--- config.mk ---
export PLATFORM = sky130hd
export DESIGN_NAME = bps_channel
export DESIGN_NICKNAME = d
export VERILOG_FILES = /design/src/shared/bps_pkg.sv /design/src/bps_channel.sv
export VERILOG_INCLUDE_DIRS = /design/src /design/src/shared
export SDC_FILE = /design/constraint.sdc
export NUM_CORES = 1
export LEC_CHECK = 0
export BUFFER_PORTS_ARGS = -buffer_cell sky130_fd_sc_hd__clkbuf_2
export CORE_MARGIN = 2
export CORE_UTILIZATION = 41
export CTS_BUF_LIST = sky130_fd_sc_hd__clkbuf_4 sky130_fd_sc_hd__clkbuf_8
export DETAILED_ROUTE_END_ITERATION = 10
export SYNTH_ARGS = -nofsm -noshare
export SYNTH_HDL_FRONTEND = slang
export SYNTH_SLANG_ARGS = --single-unit
--- constraint.sdc ---
create_clock -name clk -period 4.2 [get_ports clk]
set_clock_uncertainty 0.15 [all_clocks]
set_input_delay 0.84 -clock clk [delete_from_list [all_inputs] [get_ports clk]]
set_output_delay 0.84 -clock clk [all_outputs]
set_load 0.005 [all_outputs]
--- src/shared/bps_consts.svh ---
// Constants for the buck channel sequencing and fault logic
// Operation
// [RULE1] PWM pin has three states: high, low, released with both switches off.
// [RULE2] Entering released state, hold pin at mid level about 20 ns, then float; the code holds mid level for one 100 ns clock.
// [RULE3] Channel started/stopped by operation command, control pin or input voltage.
// [RULE4] Programmable turn-on delay before start, turn-off delay before stop.
// [RULE5] Host must not request turn-on while turn-off delay still runs.
// [RULE6] Stacked controllers get identical turn-on and turn-off delays.
// [RULE7] Pre-bias: no high side until ramp reaches feedback, then duty ramps up.
// [RULE8] Power-good held low for the whole soft-start.
// [RULE9] After soft-start, power-good rises after 2 ms qualification inside window.
// [RULE10] A configuration bit can disable the 2 ms qualification delay.
// [RULE11] Power-good drops at once when output leaves the window.
// [RULE12] Window limits come from the programmable percentage limit command.
// [RULE13] Peak current above limit ends the current switching pulse.
// [RULE14] Fault threshold and warning threshold come from their own commands.
// [RULE15] Seven successive overcurrent events: both switches off, fault, hiccup by default.
// [RULE16] During soft-start only cycle limiting, no counting toward fault.
// [RULE17] Response setting: latch off until pin toggle, or restart after seven rises.
// [RULE18] Slave channel ignores its response writes and uses channel one's setting.
// [RULE19] Sense resistance setting accepted only from 0.244 to 7.747 milliohm.
// [RULE20] Host programs 0.5 milliohm sense setting in smart stage mode.
// [RULE21] Overcurrent count cleared when disabled or when soft-start begins.
`ifndef BPS_CONSTS_SVH
`define BPS_CONSTS_SVH

`define BPS_CLK_PERIOD_NS   100
`define BPS_PWM_MID_NS      20
// Longest time rounds down, but never below one cycle
`define BPS_PWM_MID_CYC     (((`BPS_PWM_MID_NS / `BPS_CLK_PERIOD_NS) > 0) ? \
                             (`BPS_PWM_MID_NS / `BPS_CLK_PERIOD_NS) : 1)
`define BPS_PG_DELAY_US     2000
`define BPS_PG_DELAY_CYC    ((`BPS_PG_DELAY_US * 1000) / `BPS_CLK_PERIOD_NS)
`define BPS_OC_FAULT_COUNT  7
`define BPS_HICCUP_RISES    7
`define BPS_CAL_MIN_UOHM    16'h00f4
`define BPS_CAL_MAX_UOHM    16'h1e43
`define BPS_CAL_RESET_UOHM  16'h01f4
`define BPS_RESP_RESET      1'b0

`endif

--- src/shared/bps_pkg.sv ---
// Types for the buck channel sequencing and fault logic
package bps_pkg;
  // Gray codes along off, on delay, soft-start, run, off delay, hiccup
  typedef enum logic [2:0] {
    BPS_OFF     = 3'h0,
    BPS_ON_DLY  = 3'h1,
    BPS_SOFT    = 3'h3,
    BPS_RUN     = 3'h2,
    BPS_OFF_DLY = 3'h6,
    BPS_HICCUP  = 3'h7,
    BPS_LATCHED = 3'h5
  } bps_state_t;

  typedef enum logic [1:0] {
    BPS_PWM_REL  = 2'h0,
    BPS_PWM_LOW  = 2'h1,
    BPS_PWM_HIGH = 2'h3
  } bps_pwm_t;
endpackage

--- src/bps_channel.sv ---
// One buck channel: start/stop sequencing, PWM pin control, power-good and overcurrent
`timescale 1ns/100ps
`default_nettype none
`include "bps_consts.svh"

module bps_channel #(
  parameter int unsigned CODE_W       = 10,
  parameter int unsigned DLY_W        = 16,
  parameter int unsigned DUTY_W       = 8,
  parameter int unsigned PG_DELAY_CYC = `BPS_PG_DELAY_CYC
) (
  input  wire logic              clk,
  input  wire logic              reset_n,
  input  wire logic              op_on_cmd,
  input  wire logic              use_op_cmd,
  input  wire logic              use_control_pin,
  input  wire logic              channel_control_pin,
  input  wire logic              vin_ok,
  input  wire logic [DLY_W-1:0]  turn_on_delay_cyc,
  input  wire logic [DLY_W-1:0]  turn_off_delay_cyc,
  input  wire logic [DLY_W-1:0]  soft_start_step_cyc,
  input  wire logic [CODE_W-1:0] target_code,
  input  wire logic [CODE_W-1:0] feedback_sense,
  input  wire logic [DUTY_W-1:0] duty_ramp_max,
  input  wire logic              sw_cycle_start,
  input  wire logic              pwm_demand,
  input  wire logic [CODE_W-1:0] peak_current,
  input  wire logic [CODE_W-1:0] oc_fault_limit,
  input  wire logic [CODE_W-1:0] oc_warn_limit,
  input  wire logic [CODE_W-1:0] good_window_lower_limit,
  input  wire logic [CODE_W-1:0] good_window_upper_limit,
  input  wire logic              pg_delay_disable,
  input  wire logic              is_slave,
  input  wire logic              master_oc_latch,
  input  wire logic              oc_resp_wr,
  input  wire logic              oc_resp_latch_data,
  input  wire logic              cal_gain_wr,
  input  wire logic [15:0]       cal_gain_data,
  output logic                   pwm_drive_hi,
  output logic                   pwm_oe,
  output logic                   pwm_mid_en,
  output logic                   power_good_out,
  output logic                   oc_fault,
  output logic                   oc_warn,
  output logic                   oc_resp_latch,
  output logic [15:0]            cal_gain,
  output logic                   cal_gain_reject,
  output logic                   soft_start_active,
  output logic [CODE_W-1:0]      ramp_code,
  output bps_pkg::bps_state_t    channel_state
);

  localparam logic [2:0]  OC_COUNT_MAX = 3'(`BPS_OC_FAULT_COUNT);
  localparam logic [2:0]  HIC_RISES    = 3'(`BPS_HICCUP_RISES);
  localparam logic [1:0]  MID_CYC      = 2'(`BPS_PWM_MID_CYC);
  localparam int unsigned PG_W         = $clog2(PG_DELAY_CYC + 1);

  // Control pin and input-voltage flag are asynchronous to clk
  logic pin_meta_reg;
  logic pin_sync_reg;
  logic vin_meta_reg;
  logic vin_sync_reg;
  always_ff @(posedge clk) begin
    if (!reset_n) begin
      pin_meta_reg <= 1'b0;
      pin_sync_reg <= 1'b0;
      vin_meta_reg <= 1'b0;
      vin_sync_reg <= 1'b0;
    end else begin
      pin_meta_reg <= channel_control_pin;
      pin_sync_reg <= pin_meta_reg;
      vin_meta_reg <= vin_ok;
      vin_sync_reg <= vin_meta_reg;
    end
  end

  bps_pkg::bps_state_t state_reg;
  bps_pkg::bps_state_t state_next;
  logic [DLY_W-1:0]    dly_cnt_reg;
  logic [DLY_W-1:0]    step_cnt_reg;
  logic [CODE_W-1:0]   ramp_reg;
  logic [2:0]          oc_cnt_reg;
  logic [2:0]          rise_cnt_reg;
  logic                latch_armed_reg;
  logic                enable_req;
  logic                ramp_step;
  logic                ramp_done;
  logic                oc_trip;
  logic                oc_cycle_seen_reg;
  logic                oc_hit;
  logic                eff_latch;

  assign enable_req = vin_sync_reg                          // see [RULE3]
                    & (~use_op_cmd | op_on_cmd)
                    & (~use_control_pin | pin_sync_reg);
  assign ramp_step  = (step_cnt_reg >= soft_start_step_cyc);
  assign ramp_done  = ramp_step && (ramp_reg >= target_code);
  assign oc_trip    = (peak_current > oc_fault_limit);
  assign eff_latch  = is_slave ? master_oc_latch : oc_resp_latch;  // see [RULE18]
  // Seventh successive tripped switching cycle outside soft-start
  assign oc_hit     = (state_reg == bps_pkg::BPS_RUN || state_reg == bps_pkg::BPS_OFF_DLY)
                    && sw_cycle_start && oc_cycle_seen_reg
                    && (oc_cnt_reg == OC_COUNT_MAX - 3'h1);        // see [RULE15]

  always_comb begin
    state_next = state_reg;
    unique case (state_reg)
      bps_pkg::BPS_OFF: begin
        if (enable_req) begin
          state_next = bps_pkg::BPS_ON_DLY;
        end
      end
      bps_pkg::BPS_ON_DLY: begin
        if (!enable_req) begin
          state_next = bps_pkg::BPS_OFF;
        end else if (dly_cnt_reg >= turn_on_delay_cyc) begin    // see [RULE4]
          state_next = bps_pkg::BPS_SOFT;
        end
      end
      bps_pkg::BPS_SOFT: begin
        if (!enable_req) begin
          state_next = bps_pkg::BPS_OFF_DLY;
        end else if (ramp_done) begin
          state_next = bps_pkg::BPS_RUN;
        end
      end
      bps_pkg::BPS_RUN: begin
        if (oc_hit) begin
          state_next = eff_latch ? bps_pkg::BPS_LATCHED : bps_pkg::BPS_HICCUP;  // see [RULE17]
        end else if (!enable_req) begin
          state_next = bps_pkg::BPS_OFF_DLY;
        end
      end
      bps_pkg::BPS_OFF_DLY: begin
        // A new turn-on is not taken until the channel is fully off
        if (oc_hit) begin
          state_next = eff_latch ? bps_pkg::BPS_LATCHED : bps_pkg::BPS_HICCUP;
        end else if (dly_cnt_reg >= turn_off_delay_cyc) begin   // see [RULE4] see [RULE5]
          state_next = bps_pkg::BPS_OFF;
        end
      end
      bps_pkg::BPS_HICCUP: begin
        if (!enable_req) begin
          state_next = bps_pkg::BPS_OFF;
        end else if (ramp_done && rise_cnt_reg == HIC_RISES - 3'h1) begin
          state_next = bps_pkg::BPS_SOFT;                      // see [RULE17]
        end
      end
      bps_pkg::BPS_LATCHED: begin
        // Only a low-then-high toggle of the control pin frees it
        if (latch_armed_reg && pin_sync_reg) begin
          state_next = bps_pkg::BPS_OFF;
        end
      end
      default: begin
        state_next = bps_pkg::BPS_OFF;
      end
    endcase
  end

  always_ff @(posedge clk) begin
    if (!reset_n) begin
      state_reg <= bps_pkg::BPS_OFF;
    end else begin
      state_reg <= state_next;
    end
  end

  // Delay counter restarts at every state change
  always_ff @(posedge clk) begin
    if (!reset_n || state_next != state_reg) begin
      dly_cnt_reg <= '0;
    end else if (dly_cnt_reg != '1) begin
      dly_cnt_reg <= dly_cnt_reg + 1'b1;
    end
  end

  always_ff @(posedge clk) begin
    if (!reset_n) begin
      latch_armed_reg <= 1'b0;
    end else if (state_reg != bps_pkg::BPS_LATCHED) begin
      latch_armed_reg <= 1'b0;
    end else if (!pin_sync_reg) begin
      latch_armed_reg <= 1'b1;
    end
  end

  // Soft-start ramp; in hiccup it runs unseen to time seven rises
  logic ramping;
  assign ramping = (state_reg == bps_pkg::BPS_SOFT) || (state_reg == bps_pkg::BPS_HICCUP);
  always_ff @(posedge clk) begin
    if (!reset_n || !ramping || state_next != state_reg || ramp_done) begin
      step_cnt_reg <= '0;
      ramp_reg     <= '0;
    end else if (ramp_step) begin
      step_cnt_reg <= '0;
      ramp_reg     <= ramp_reg + 1'b1;
    end else begin
      step_cnt_reg <= step_cnt_reg + 1'b1;
    end
  end

  always_ff @(posedge clk) begin
    if (!reset_n || state_reg != bps_pkg::BPS_HICCUP) begin
      rise_cnt_reg <= '0;
    end else if (ramp_done) begin
      rise_cnt_reg <= rise_cnt_reg + 3'h1;
    end
  end

  // Overcurrent: cycle limiting always, counting only after soft-start
  // A trip on the period boundary belongs to the new period, not lost
  always_ff @(posedge clk) begin
    if (!reset_n) begin
      oc_cycle_seen_reg <= 1'b0;
    end else if (sw_cycle_start) begin
      oc_cycle_seen_reg <= oc_trip;
    end else if (oc_trip) begin
      oc_cycle_seen_reg <= 1'b1;
    end
  end

  always_ff @(posedge clk) begin
    if (!reset_n || !enable_req || state_reg == bps_pkg::BPS_SOFT) begin
      oc_cnt_reg <= '0;                                       // see [RULE16] see [RULE21]
    end else if (sw_cycle_start && (state_reg == bps_pkg::BPS_RUN || state_reg == bps_pkg::BPS_OFF_DLY)) begin
      if (!oc_cycle_seen_reg || oc_hit) begin
        oc_cnt_reg <= '0;
      end else begin
        oc_cnt_reg <= oc_cnt_reg + 3'h1;                      // see [RULE15]
      end
    end
  end

  always_ff @(posedge clk) begin
    if (!reset_n) begin
      oc_fault <= 1'b0;
      oc_warn  <= 1'b0;
    end else begin
      if (oc_hit) begin
        oc_fault <= 1'b1;
      end else if (state_reg == bps_pkg::BPS_OFF) begin
        oc_fault <= 1'b0;
      end
      oc_warn <= (peak_current > oc_warn_limit);              // see [RULE14]
    end
  end

  // Settings
  always_ff @(posedge clk) begin
    if (!reset_n) begin
      oc_resp_latch   <= `BPS_RESP_RESET;
      cal_gain        <= `BPS_CAL_RESET_UOHM;
      cal_gain_reject <= 1'b0;
    end else begin
      if (oc_resp_wr && !is_slave) begin
        oc_resp_latch <= oc_resp_latch_data;                  // see [RULE18]
      end
      cal_gain_reject <= 1'b0;
      if (cal_gain_wr) begin
        if (cal_gain_data >= `BPS_CAL_MIN_UOHM && cal_gain_data <= `BPS_CAL_MAX_UOHM) begin
          cal_gain <= cal_gain_data;                          // see [RULE19]
        end else begin
          cal_gain_reject <= 1'b1;
        end
      end
    end
  end

  // Pre-bias: high side waits for ramp to reach feedback, then duty opens up
  logic              hs_allowed_reg;
  logic [DUTY_W-1:0] duty_lim_reg;
  logic [DUTY_W-1:0] phase_cnt_reg;
  always_ff @(posedge clk) begin
    if (!reset_n || state_reg != bps_pkg::BPS_SOFT && state_reg != bps_pkg::BPS_RUN
        && state_reg != bps_pkg::BPS_OFF_DLY) begin
      hs_allowed_reg <= 1'b0;
      duty_lim_reg   <= '0;
    end else begin
      // Ramp is idle after soft-start, so only soft-start holds the high side back
      if (state_reg != bps_pkg::BPS_SOFT || ramp_reg >= feedback_sense) begin
        hs_allowed_reg <= 1'b1;                               // see [RULE7]
      end
      if (hs_allowed_reg && sw_cycle_start && duty_lim_reg < duty_ramp_max) begin
        duty_lim_reg <= duty_lim_reg + 1'b1;
      end
    end
  end

  always_ff @(posedge clk) begin
    if (!reset_n || sw_cycle_start) begin
      phase_cnt_reg <= '0;
    end else if (phase_cnt_reg != '1) begin
      phase_cnt_reg <= phase_cnt_reg + 1'b1;
    end
  end

  // PWM level choice
  bps_pkg::bps_pwm_t pwm_want;
  bps_pkg::bps_pwm_t pwm_reg;
  logic              pulse_cut;
  assign pulse_cut = oc_trip || oc_cycle_seen_reg;            // see [RULE13]
  always_comb begin
    pwm_want = bps_pkg::BPS_PWM_REL;
    if (hs_allowed_reg) begin
      if (pwm_demand && !pulse_cut && phase_cnt_reg < duty_lim_reg) begin
        pwm_want = bps_pkg::BPS_PWM_HIGH;
      end else begin
        pwm_want = bps_pkg::BPS_PWM_LOW;                      // see [RULE1]
      end
    end
  end

  logic [1:0] mid_cnt_reg;
  always_ff @(posedge clk) begin
    if (!reset_n) begin
      pwm_reg     <= bps_pkg::BPS_PWM_REL;
      mid_cnt_reg <= '0;
    end else begin
      pwm_reg <= pwm_want;
      if (pwm_want == bps_pkg::BPS_PWM_REL && pwm_reg != bps_pkg::BPS_PWM_REL) begin
        mid_cnt_reg <= MID_CYC;                               // see [RULE2]
      end else if (pwm_want != bps_pkg::BPS_PWM_REL) begin
        mid_cnt_reg <= '0;
      end else if (mid_cnt_reg != 2'h0) begin
        mid_cnt_reg <= mid_cnt_reg - 2'h1;
      end
    end
  end

  always_ff @(posedge clk) begin
    if (!reset_n) begin
      pwm_drive_hi <= 1'b0;
      pwm_oe       <= 1'b0;
      pwm_mid_en   <= 1'b0;
    end else begin
      pwm_drive_hi <= (pwm_want == bps_pkg::BPS_PWM_HIGH);    // see [RULE1]
      pwm_mid_en   <= (pwm_want == bps_pkg::BPS_PWM_REL) &&
                      ((pwm_reg != bps_pkg::BPS_PWM_REL) || (mid_cnt_reg > 2'h1));  // see [RULE2]
      pwm_oe       <= (pwm_want != bps_pkg::BPS_PWM_REL) ||
                      ((pwm_reg != bps_pkg::BPS_PWM_REL) || (mid_cnt_reg > 2'h1));
    end
  end

  // Power-good
  logic            in_window;
  logic [PG_W-1:0] pg_cnt_reg;
  assign in_window = (feedback_sense >= good_window_lower_limit)  // see [RULE12]
                  && (feedback_sense <= good_window_upper_limit);
  always_ff @(posedge clk) begin
    if (!reset_n || state_reg != bps_pkg::BPS_RUN || !in_window) begin
      pg_cnt_reg     <= '0;
      power_good_out <= 1'b0;                                 // see [RULE8] see [RULE11]
    end else if (pg_delay_disable) begin
      power_good_out <= 1'b1;                                 // see [RULE10]
    end else if (pg_cnt_reg >= PG_W'(PG_DELAY_CYC - 1)) begin
      power_good_out <= 1'b1;                                 // see [RULE9]
    end else begin
      pg_cnt_reg <= pg_cnt_reg + 1'b1;
    end
  end

  assign soft_start_active = (state_reg == bps_pkg::BPS_SOFT);
  assign ramp_code         = ramp_reg;
  assign channel_state     = state_reg;

endmodule
`default_nettype wire

Yosys cells after proc, flatten, opt, wreduce, memory -nomap -nowiden
Cells that the tools add are included.
{ "op_classes": {"addsub": 9, "magnitude_cmp": 15, "n_eq_ne": 17, "muxes": 28, "n_bitwise": 9, "reduce_logical": 57} }
{ "op_table": {"columns": ["operator", "count"], "rows": [
  ["16-bit >= comparator", 3],
  ["3-bit two-way mux", 13],
  ["16-bit by 1-bit adder with 16-bit output, second input constant", 2],
  ["10-bit >= comparator", 3],
  ["3-bit case mux with 7 select lines", 1],
  ["10-bit > comparator", 2],
  ["1-bit logical OR", 18],
  ["1-bit logical AND", 17],
  ["8-bit by 1-bit adder with 8-bit output, second input constant", 2],
  ["16-bit by 8-bit >= comparator with 1-bit output, second input constant", 1],
  ["16-bit by 13-bit <= comparator with 1-bit output, second input constant", 1],
  ["8-bit < comparator", 2],
  ["16-bit inequality test, second input constant", 1],
  ["15-bit by 1-bit adder with 15-bit output, second input constant", 1],
  ["3-bit == test, second input constant", 5],
  ["15-bit >= comparator, second input constant", 1],
  ["2-bit nonzero test", 6],
  ["1-bit two-way mux", 11],
  ["10-bit by 1-bit adder with 10-bit output, second input constant", 1],
  ["10-bit <= comparator", 1],
  ["3-bit inequality test, second input constant", 3],
  ["8-bit inequality test, second input constant", 1],
  ["1-bit logical NOT", 7],
  ["3-bit by 1-bit adder with 3-bit output, second input constant", 2],
  ["other kinds (17)", 30]
]} }
{ "totals": {"regBits": 117, "input_bits": 157, "out_inout_bits": 38, "word_cells": 163} }

Depth between registers and ports, before layout
Gate-level depths: netlist (run 1).
{ "logic_depth": {"depth_word": 11, "ltp_mapped": 12, "depth_no_buf": 9} }

Worst setup path after synthesis (run 1)
No wires, ideal clock.
{ "synth_path": {"path_type": "input to register", "start": "in turn_off_delay_cyc[13]", "end": "reg step_cnt_reg[10]", "setup_time_ns": 0.144, "arrival_time_ns": 2.715, "t_required_ns": 3.906, "slack_ns": 1.191, "cell_stages": 10, "n_path_buf": 1, "path_cell_list": "inv_1 ha_1 and4_4 nand2_1 o311a_1 and2_4 a211o_1 o211ai_4 buf_6 nor4_2"} }
{ "synth_via": {"elab_chain_len": 8} }
{ "synth_rtl": {"columns": ["item", "line", "rtl"], "rows": [
  ["start: declaration", "bps_channel.sv:20", "input wire logic [DLY_W-1:0] turn_off_delay_cyc,"],
  ["16-bit >= comparator", "bps_channel.sv:138", "end else if (dly_cnt_reg >= turn_off_delay_cyc) begin"],
  ["3-bit two-way mux", "bps_channel.sv:138", null],
  ["3-bit two-way mux", "bps_channel.sv:136", "if (oc_hit) begin"],
  ["3-bit case mux with 7 select lines", "bps_channel.sv:107", "unique case (state_reg)"],
  ["3-bit inequality test", "bps_channel.sv:192", "if (!reset_n || !ramping || state_next != state_reg || ramp_done) begin"],
  ["1-bit logical OR (2 in a row)", "bps_channel.sv:192", null],
  ["2-bit OR reduction (no source line)", null, null],
  ["end signal: assignment", "bps_channel.sv:199", "step_cnt_reg <= step_cnt_reg + 1'b1;"],
  ["end: declaration", "bps_channel.sv:80", "logic [DLY_W-1:0] step_cnt_reg;"]
]} }
Every way passes these cells.
A chain may end at the register's enable or synchronous reset.

Final worst setup path (run 1)
{ "layout_path": {"start": "in turn_off_delay_cyc[14]", "end": "reg step_cnt_reg[4]"} }
The elaborated chain is that of the path after synthesis.

==> results.yml, run 1 <==
flow_run:
  maxCapViolations: 0
critical_path:
  arrival_ps: 3290
  path_buf_inv: 3
  cp_cell_sequence: "clkbuf_2 > inv_1 > ha_1 > and4_4 > nand2_1 > o311a_1 > and2_4 > a211o_1 > o211ai_4 > buf_12 > nor4_1"
  critPathLaunchType: "input pin"
  reg2reg_to: "step_cnt_reg[4]$_SDFF_PP0_"
  worst_path_max_delay_cell: "o211ai_4"
  max_stage_delay_ps: 590
  critPathCaptureType: "flip-flop"
  critPathMaxFanout: 15
  r2r_start: "dly_cnt_reg[11]$_SDFFE_PP0P_"
  path_delay_family: "compound AO/OA/AOI/OAI gates"
  cp.required_ps: 4360
  r2r_cells: 9
  rrSetupSlack_ps: 1150
  critPathKind: "in -> reg"
min_path:
  hold_end: "vin_sync_reg$_SDFF_PN0_"
  holdPathStages: 1
  hold_path.startpoint: "vin_meta_reg$_SDFF_PN0_"
  hold_path.class: "reg -> reg"
grt:
  grt_pass1_wl_um: 33100
  antenna_found_initial: 0
  grt_pass1_vias: 7166
  grt_max_degree: 22
  grt_remaining_overflow: 0
  grtUsageTotal_pct: 18.5
finish:
  drive_above_1_share_pct: 23.7
  fill_cells: 2035
  nets: 1490
  fin_util_pct: 49.8
  final_area_um2: 10100
  n_antenna_cell: 0
  syn_to_final_growth_pct: 19.3
sta:
  tightestPinTransition_ps: 848
  period_needed_ps: 3130
  setup_viol: 0
  setup_ws_ps: 1070
  fin_tns_setup_ps: 0
  fmax_mhz: 319
  slew_headroom_pct: 43.5
  final-hold-violation-count: 0
  rsz0062_at_grt: "false"
  maxSlewViolCount: 0
  final.period_utilization_pct: 74.6
clock_network:
  clock_sinks: 116
  clk_latency_ps: 430
  clk_pin_slew_worst_paths_ps: 70
  cts_tree: "done"
  post-cts-setup-buffers: 0
  cts_hold_buffers: 0
  htreeDepth: 4
  cts_root_buffer: "clkbuf_8"
  post_cts_resize_count: 0
  clk_path_buf_depth: 2
  cts_buffers: 17
synthesis:
  ys_seq_area_share_pct: 27.5
  synthTopCellsByArea: "dfxtp_1, ha_1, inv_1"
  synth_ff_type: "dfxtp_1"
  synth.distinct_cells: 77
  netlist_instances: 1005
  netlist.area_leader.share_pct: 27.5
  ys_seq_elements: 116
  async_flop_share_pct: 0
  synth_nets: 1296
  synthTopCellsByCount: "inv_1, ha_1, dfxtp_1"
  yosysTopAreaCell: "dfxtp_1"
  synth_edf_count: 0
  syn-cell-area_um2: 8440
  ys_warn_count: 0
  synth_most_common_cell: "inv_1"
  avgSynthCellArea_um2: 8.40
floorplanning:
  ios: 195
  row_count: 52
  die-area_um2: 21800
  die_w_um: 147
  die_h_um: 147
  start_util_pct: 41.7
  core_um2: 20200
routing:
  antenna_left: 0
  drt_first_pass_iters: 4
  vias: 7373
  drt_iter0_markers: 256
  routed_via_density: 4.98
  drc: 0
  totalWireLength_um: 19600
  wl_per_cell_um: 13.2
pwr:
  ir_worst_vdd_uv: 167
  p_leak_nw: 4.90
  power_density_nw_per_um2: 254
outcome:
  status: "complete, no violations"
placed_design:
  dp_slack_ps: 589
  place_area_um2: 9660
  place_hpwl_um: 15900
  port_buffers: 194
  gp_congestion: 0.821
worst max path at each step:
stage,start,to,depth (start not counted)
2_1_floorplan,turn_off_delay_cyc[13],step_cnt_reg[10]$_SDFF_PP0_,10
3_3_place_gp,turn_off_delay_cyc[14],dly_cnt_reg[2]$_SDFFE_PP0P_,11
3_5_place_dp,turn_off_delay_cyc[14],step_cnt_reg[4]$_SDFF_PP0_,11
4_1_cts,turn_off_delay_cyc[14],step_cnt_reg[4]$_SDFF_PP0_,11
5_1_grt,dly_cnt_reg[11]$_SDFFE_PP0P_,step_cnt_reg[4]$_SDFF_PP0_,9
6_report,turn_off_delay_cyc[14],step_cnt_reg[4]$_SDFF_PP0_,11
through the flow:
| step | cells | hold slack, ps | power (mW) |
|---|---|---|---|
| finish | 1481 | 284 | 2.55 |
| detailed placement | 1450 | 277 | 1.52 |
| floorplan | 1005 | 262 | 1.37 |
| CTS | 1481 | 288 | 2.60 |
| global route | 1481 | 308 | 2.70 |
| global placement | 1450 | 274 | 1.51 |
report_power, final:
group	switching (mW)	total (mW)	internal (mW)
Sequential	0.0182	1.14	1.12
Combinational	0.178	0.348	0.170
Clock	0.470	1.07	0.597
Total	0.666	2.55	1.89
worst register-to-register path: stages (launching register included):
cell and delay, ps:
dfxtp_1 400, ha_1 360, and4_4 240, nand2_1 60
o311a_1 360, and2_4 160, a211o_1 340, o211ai_4 590
buf_12 220, nor4_1 60
cell families after synthesis:
family | share of synthesized area [%]
AND/OR/NAND/NOR | 23.3
buffers and inverters | 8.12
AO/OA/AOI/OAI | 13.5
adder cells (fa/ha/maj) | 19.9
flip-flops | 27.5
XOR/XNOR | 5.08
multiplexers | 2.61
cell usage in the layout, fill, tap and decap left out, types with 18 or more instances in the layout:
| master | n |
|---|---|
| ha_1 | 134 |
| clkbuf_2 | 194 |
| dfxtp_1 | 116 |
| inv_1 | 135 |
| clkbuf_8 | 18 |
| xor2_1 | 36 |
| and3_1 | 18 |
| nor3_1 | 40 |
| nand4_1 | 35 |
| a21o_1 | 18 |
| nand2_1 | 58 |
| nor2_1 | 77 |
| mux2i_1 | 22 |
| a21oi_1 | 45 |
| nand3_1 | 31 |
| o21ai_0 | 28 |
routing by layer:
| metal | GRT usage [%] | wire [µm] | vias to the layer above |
|---|---|---|---|
| met1 | 23.2 | 9190 | 3273 |
| met3 | 4.63 | 983 | 22 |
| met4 | 6.01 | 326 | 0 |
| li1 | - | - | 3905 |
| met5 | 0 | 0 | - |
| met2 | 31.1 | 9110 | 173 |
area by class of cell:
type	count	area (µm²)	share of cell area, %
Multi-Input combinational cell	725	5430	54.0
Sequential cell	116	2320	23.1
Inverter	137	514	5.11
Clock buffer	18	248	2.46
Timing Repair Buffer	202	1060	10.5
Tap cell	270	338	3.35
Clock inverter	13	159	1.58
No activity file was read; power rests on OpenSTA's default activity.
==> inputs of run 2 (changes only) <==
Clock period 4.2 ns to 3.15 ns, I/O delays scaled along.
==> run 2 against run 1 <==
  * Worst hold slack got worse by 48 ps
  * Combinational power increased by 33%
  * Total power increased by 31%
  * Routed wire length increased by 0.58%
  * Clock power increased by 27%
  * First-iteration DRC count decreased by 14%
  * Critical path depth decreased by 1
  * Non-clock buffer count increased by 11
  * Flip-flop and latch count unchanged
  * Sequential power increased by 33%
  * Register-to-register slack got worse by 730 ps
  * Largest power group unchanged
==> results.yml, run 2 (synthesis results as in run 1) <==
routing:
  drc: 0
  wl_per_cell_um: 13.2
  totalWireLength_um: 19700
  vias: 7432
  routed_via_density: 4.98
  route.met2.wl_um: 9190
  top_layer: "met5"
  drt_iter0_markers: 220
  drt_first_pass_iters: 6
  met3_length_um: 1100
  m1WireLength_um: 9100
  antenna_left: 0
grt:
  antenna_found_initial: 1
  grt_pass1_vias: 7130
  grt_max_degree: 21
  grtUsageTotal_pct: 18.5
  grt_pass1_wl_um: 33100
  grt_remaining_overflow: 0
critical_path:
  cp.required_ps: 3360
  max_stage_delay_ps: 430
  critPathLaunchType: "flip-flop"
  critPathCaptureType: "flip-flop"
  critPathKind: "reg -> reg"
  worst_path_max_delay_cell: "a2111oi_2"
  startpoint: "dly_cnt_reg[0]$_SDFFE_PP0P_"
  rrSetupSlack_ps: 420
  arrival_ps: 2940
  critPathMaxFanout: 11
  r2r_cells: 10
  cp_cell_sequence: "inv_1 > ha_1 > nand2b_4 > a2111oi_2 > o311a_1 > a21oi_1 > a211oi_4 > o211ai_4 > buf_12 > nor4_1"
  r2r_start: "dly_cnt_reg[0]$_SDFFE_PP0P_"
floorplanning:
  die_w_um: 147
  row_count: 52
  start_util_pct: 41.7
  ios: 195
  die_h_um: 147
  die-area_um2: 21800
  core_um2: 20200
clock_network:
  post-cts-setup-buffers: 0
  cts_buffers: 17
  htreeDepth: 4
  cts_tree: "done"
  clock_sinks: 116
  clk_path_buf_depth: 2
  post_cts_resize_count: 0
  cts_root_buffer: "clkbuf_8"
  clk_pin_slew_worst_paths_ps: 70
  cts_hold_buffers: 0
  clk_latency_ps: 450
finish:
  n_antenna_cell: 0
  final_common_cell: "clkbuf_2"
  fill_cells: 2022
  syn_to_final_growth_pct: 20.1
  nets: 1501
  drive_above_1_share_pct: 24.4
  fin_util_pct: 50.1
  final_cell_mix: "clkbuf_2, inv_1, ha_1"
sta:
  final-hold-violation-count: 0
  maxSlewViolCount: 0
  fmax_mhz: 366
  setup_viol: 0
  rsz0062_at_grt: "false"
  fin_hold_ws_ps: 236
  tightestPinTransition_ps: 676
  fin_tns_setup_ps: 0
  final.period_utilization_pct: 86.7
  slew_headroom_pct: 54.9
  period_needed_ps: 2730
pwr:
  p_leak_nw: 4.94
  ir_worst_vdd_uv: 234
  power_density_nw_per_um2: 330
min_path:
  hold_path.class: "in -> reg"
  holdPathStages: 2
  hold_path.startpoint: "channel_control_pin"
placed_design:
  gp_congestion: 0.815
  port_buffers: 194
  place_hpwl_um: 16000
flow_run:
  maxCapViolations: 0
outcome:
  status: "complete, no violations"
==> run 2: cell types whose count changed in the layout (fill, tap and decap cells not counted), sizes merged <==
cell      before  now
clkinv         7    8
buf            8   19
clkinvlp       3    5
bufinv         3    2
clkbuf       212  211
==> run 2: critical path: cells and delay by family, from the launching register on <==
kind	cells	cell delay, ps
buf+inv	2	280
fa+ha+maj	1	280
flops	1	360
compound gates	5	1240
simple gates	2	340
==> run 2: worst paths after layout <==
kind | endpoint
worst min-delay path | pin_meta_reg$_SDFF_PN0_
worst max-delay path | step_cnt_reg[4]$_SDFF_PP0_
worst min register to register | vin_sync_reg$_SDFF_PN0_
worst max register to register | step_cnt_reg[4]$_SDFF_PP0_
==> run 2: per-layer routing <==
metal,vias up,GRT usage [%]
li1,3931,-
met1,3304,23.1
met2,166,31.3
met3,29,4.72
met4,2,5.77
met5,-,0
==> run 2: final cells by class <==
cell class | count | area [µm²] | share of cell area [%]
clock inverters | 15 | 160 | 1.58
flip-flops and latches | 116 | 2320 | 22.9
repair buffers | 213 | 1140 | 11.2
multi-input cells | 725 | 5430 | 53.6
clock buffers | 17 | 234 | 2.31
well taps | 270 | 338 | 3.33
inverters | 137 | 514 | 5.07
==> run 2: report_power, final <==
group / internal (mW) / switching, mW / total, mW
combinational: 0.229 / 0.235 / 0.464
sequential: 1.50 / 0.0237 / 1.52
clock: 0.704 / 0.657 / 1.36
total: 2.43 / 0.915 / 3.34
==> run 2: stage by stage <==
stage,cell area (µm²),setup slack [ps],instances,total power [mW]
after global placement,9750,116,1461,2.01
after floorplan,8440,351,1005,1.82
final,10100,419,1493,3.34
after detailed placement,9750,85.0,1461,2.02
after global routing,10100,299,1493,3.53
after CTS,10100,392,1493,3.40
==> inputs of run 3 (changes only) <==
Settings changed: CORE_ASPECT_RATIO from default to 0.75.
==> run 3 against run 2 <==
  * Sequential power is essentially flat
  * Maximum frequency fell by 0.65%
  * Sequential share of layout area about the same
  * First-iteration DRC count up 60%
  * Critical path type unchanged
==> results.yml, run 3 (synthesis results as in run 1) <==
outcome:
  status: "complete, no violations"
routing:
  totalWireLength_um: 19700
  antenna_left: 0
  routed_via_density: 5.04
  vias: 7445
  drc: 0
  wl_per_cell_um: 13.3
  drt_iter0_markers: 353
  drt_first_pass_iters: 5
finish:
  final_common_cell: "clkbuf_2"
  syn_to_final_growth_pct: 20.1
  nets: 1498
  fill_cells: 1967
  drive_above_1_share_pct: 24.3
  final_cell_mix: "clkbuf_2, inv_1, ha_1"
  instances_no_fill: 1478
  final_area_um2: 10100
  fin_util_pct: 50.2
  n_antenna_cell: 0
grt:
  grt.met2_usage_pct: 29.7
  grt_pass1_vias: 7043
  grt_max_degree: 30
  grt_pass1_wl_um: 33200
  busiest_layer: "met2"
  grt_util_met3_pct: 3.58
  antenna_found_initial: 0
  grt_remaining_overflow: 0
  grtUsageTotal_pct: 18.6
  use_met1_pct: 25.5
sta:
  setup_ws_ps: 401
  fin_tns_setup_ps: 0
  tightestPinTransition_ps: 698
  period_needed_ps: 2750
  final-hold-violation-count: 0
  slew_headroom_pct: 53.5
  fin_hold_ws_ps: 270
  setup_viol: 0
  rsz0062_at_grt: "false"
  fmax_mhz: 364
  final.period_utilization_pct: 87.3
  maxSlewViolCount: 0
placed_design:
  port_buffers: 194
  place_area_um2: 9710
  dp_slack_ps: 87.3
  gp_congestion: 0.799
  dp_cells: 1446
  place_hpwl_um: 15700
min_path:
  hold_path.class: "in -> reg"
  hold_end: "vin_meta_reg$_SDFF_PN0_"
  hold_path.startpoint: "vin_ok"
  holdPathStages: 2
floorplanning:
  core_um2: 20200
  start_util_pct: 41.8
  row_count: 45
  ios: 195
  die_w_um: 170
  die-area_um2: 21800
  die_h_um: 128
clock_network:
  clock_sinks: 116
  clk_path_buf_depth: 2
  cts_buffers: 17
  cts_root_buffer: "clkbuf_8"
  cts_tree: "done"
  cts_hold_buffers: 0
  post-cts-setup-buffers: 0
  clk_pin_slew_worst_paths_ps: 60
  clk_latency_ps: 430
  htreeDepth: 4
  post_cts_resize_count: 0
critical_path:
  critPathMaxFanout: 29
  rrSetupSlack_ps: 400
  r2r_start: "dly_cnt_reg[11]$_SDFFE_PP0P_"
  r2r_cells: 9
  arrival_ps: 2900
  critPathLaunchType: "flip-flop"
  reg2reg_to: "step_cnt_reg[4]$_SDFF_PP0_"
  cp.required_ps: 3300
  critPathCaptureType: "flip-flop"
  critPathKind: "reg -> reg"
pwr:
  combPwrFrac_pct: 13.4
  p_leak_nw: 4.96
  p_int_mw: 2.64
  power_switching_uw: 867
  clkPwrFrac_pct: 43.4
  power_density_nw_per_um2: 346
  p_total_mw: 3.50
  switching_share_pct: 24.7
  seqPwrFrac_pct: 43.3
  ir_worst_vdd_uv: 206
flow_run:
  maxCapViolations: 0
-- run 3: how the worst max path moves through the flow --
stage | startpoint | to | slack, ps
4_1_cts | dly_cnt_reg[0]$_SDFFE_PP0P_ | step_cnt_reg[4]$_SDFF_PP0_ | 390
5_1_grt | dly_cnt_reg[11]$_SDFFE_PP0P_ | step_cnt_reg[2]$_SDFF_PP0_ | 240
2_1_floorplan | turn_off_delay_cyc[13] | step_cnt_reg[10]$_SDFF_PP0_ | 350
3_3_place_gp | turn_off_delay_cyc[14] | step_cnt_reg[4]$_SDFF_PP0_ | 150
3_5_place_dp | turn_off_delay_cyc[14] | step_cnt_reg[6]$_SDFF_PP0_ | 90
6_report | dly_cnt_reg[11]$_SDFFE_PP0P_ | step_cnt_reg[4]$_SDFF_PP0_ | 400
-- run 3: routing by layer --
metal,part of all wire (%),vias to the layer above
met5,0,-
met4,1.6,0
met3,4.1,26
met2,44,152
met1,50,3341
li1,-,3926
-- run 3: layout make-up --
| cell class | count | area (µm²) | area share (%) |
|---|---|---|---|
| Sequential cell | 116 | 2320 | 22.9 |
| Inverter | 137 | 514 | 5.07 |
| Clock inverter | 10 | 155 | 1.53 |
| Timing Repair Buffer | 210 | 1120 | 11.0 |
| Tap cell | 258 | 323 | 3.18 |
| Clock buffer | 22 | 278 | 2.74 |
| Multi-Input combinational cell | 725 | 5430 | 53.6 |
-- run 3: worst max-delay path, cell delays in order, from the launching register on --
cell and delay [ps]:
dfxtp_1 400, ha_1 360, and4_4 240, nand2_1 60
o311a_1 360, and2_4 160, a211o_1 350, o211ai_4 210
buf_12 250, nor4_1 70
-- run 3: power groups by stage --
stage	combinational, mW	sequential [mW]	clock (mW)
2_1_floorplan	0.276	1.55	0
3_3_place_gp	0.462	1.55	0
3_5_place_dp	0.469	1.55	0
4_1_cts	0.475	1.52	1.57
5_1_grt	0.541	1.52	1.63
6_report	0.468	1.52	1.52
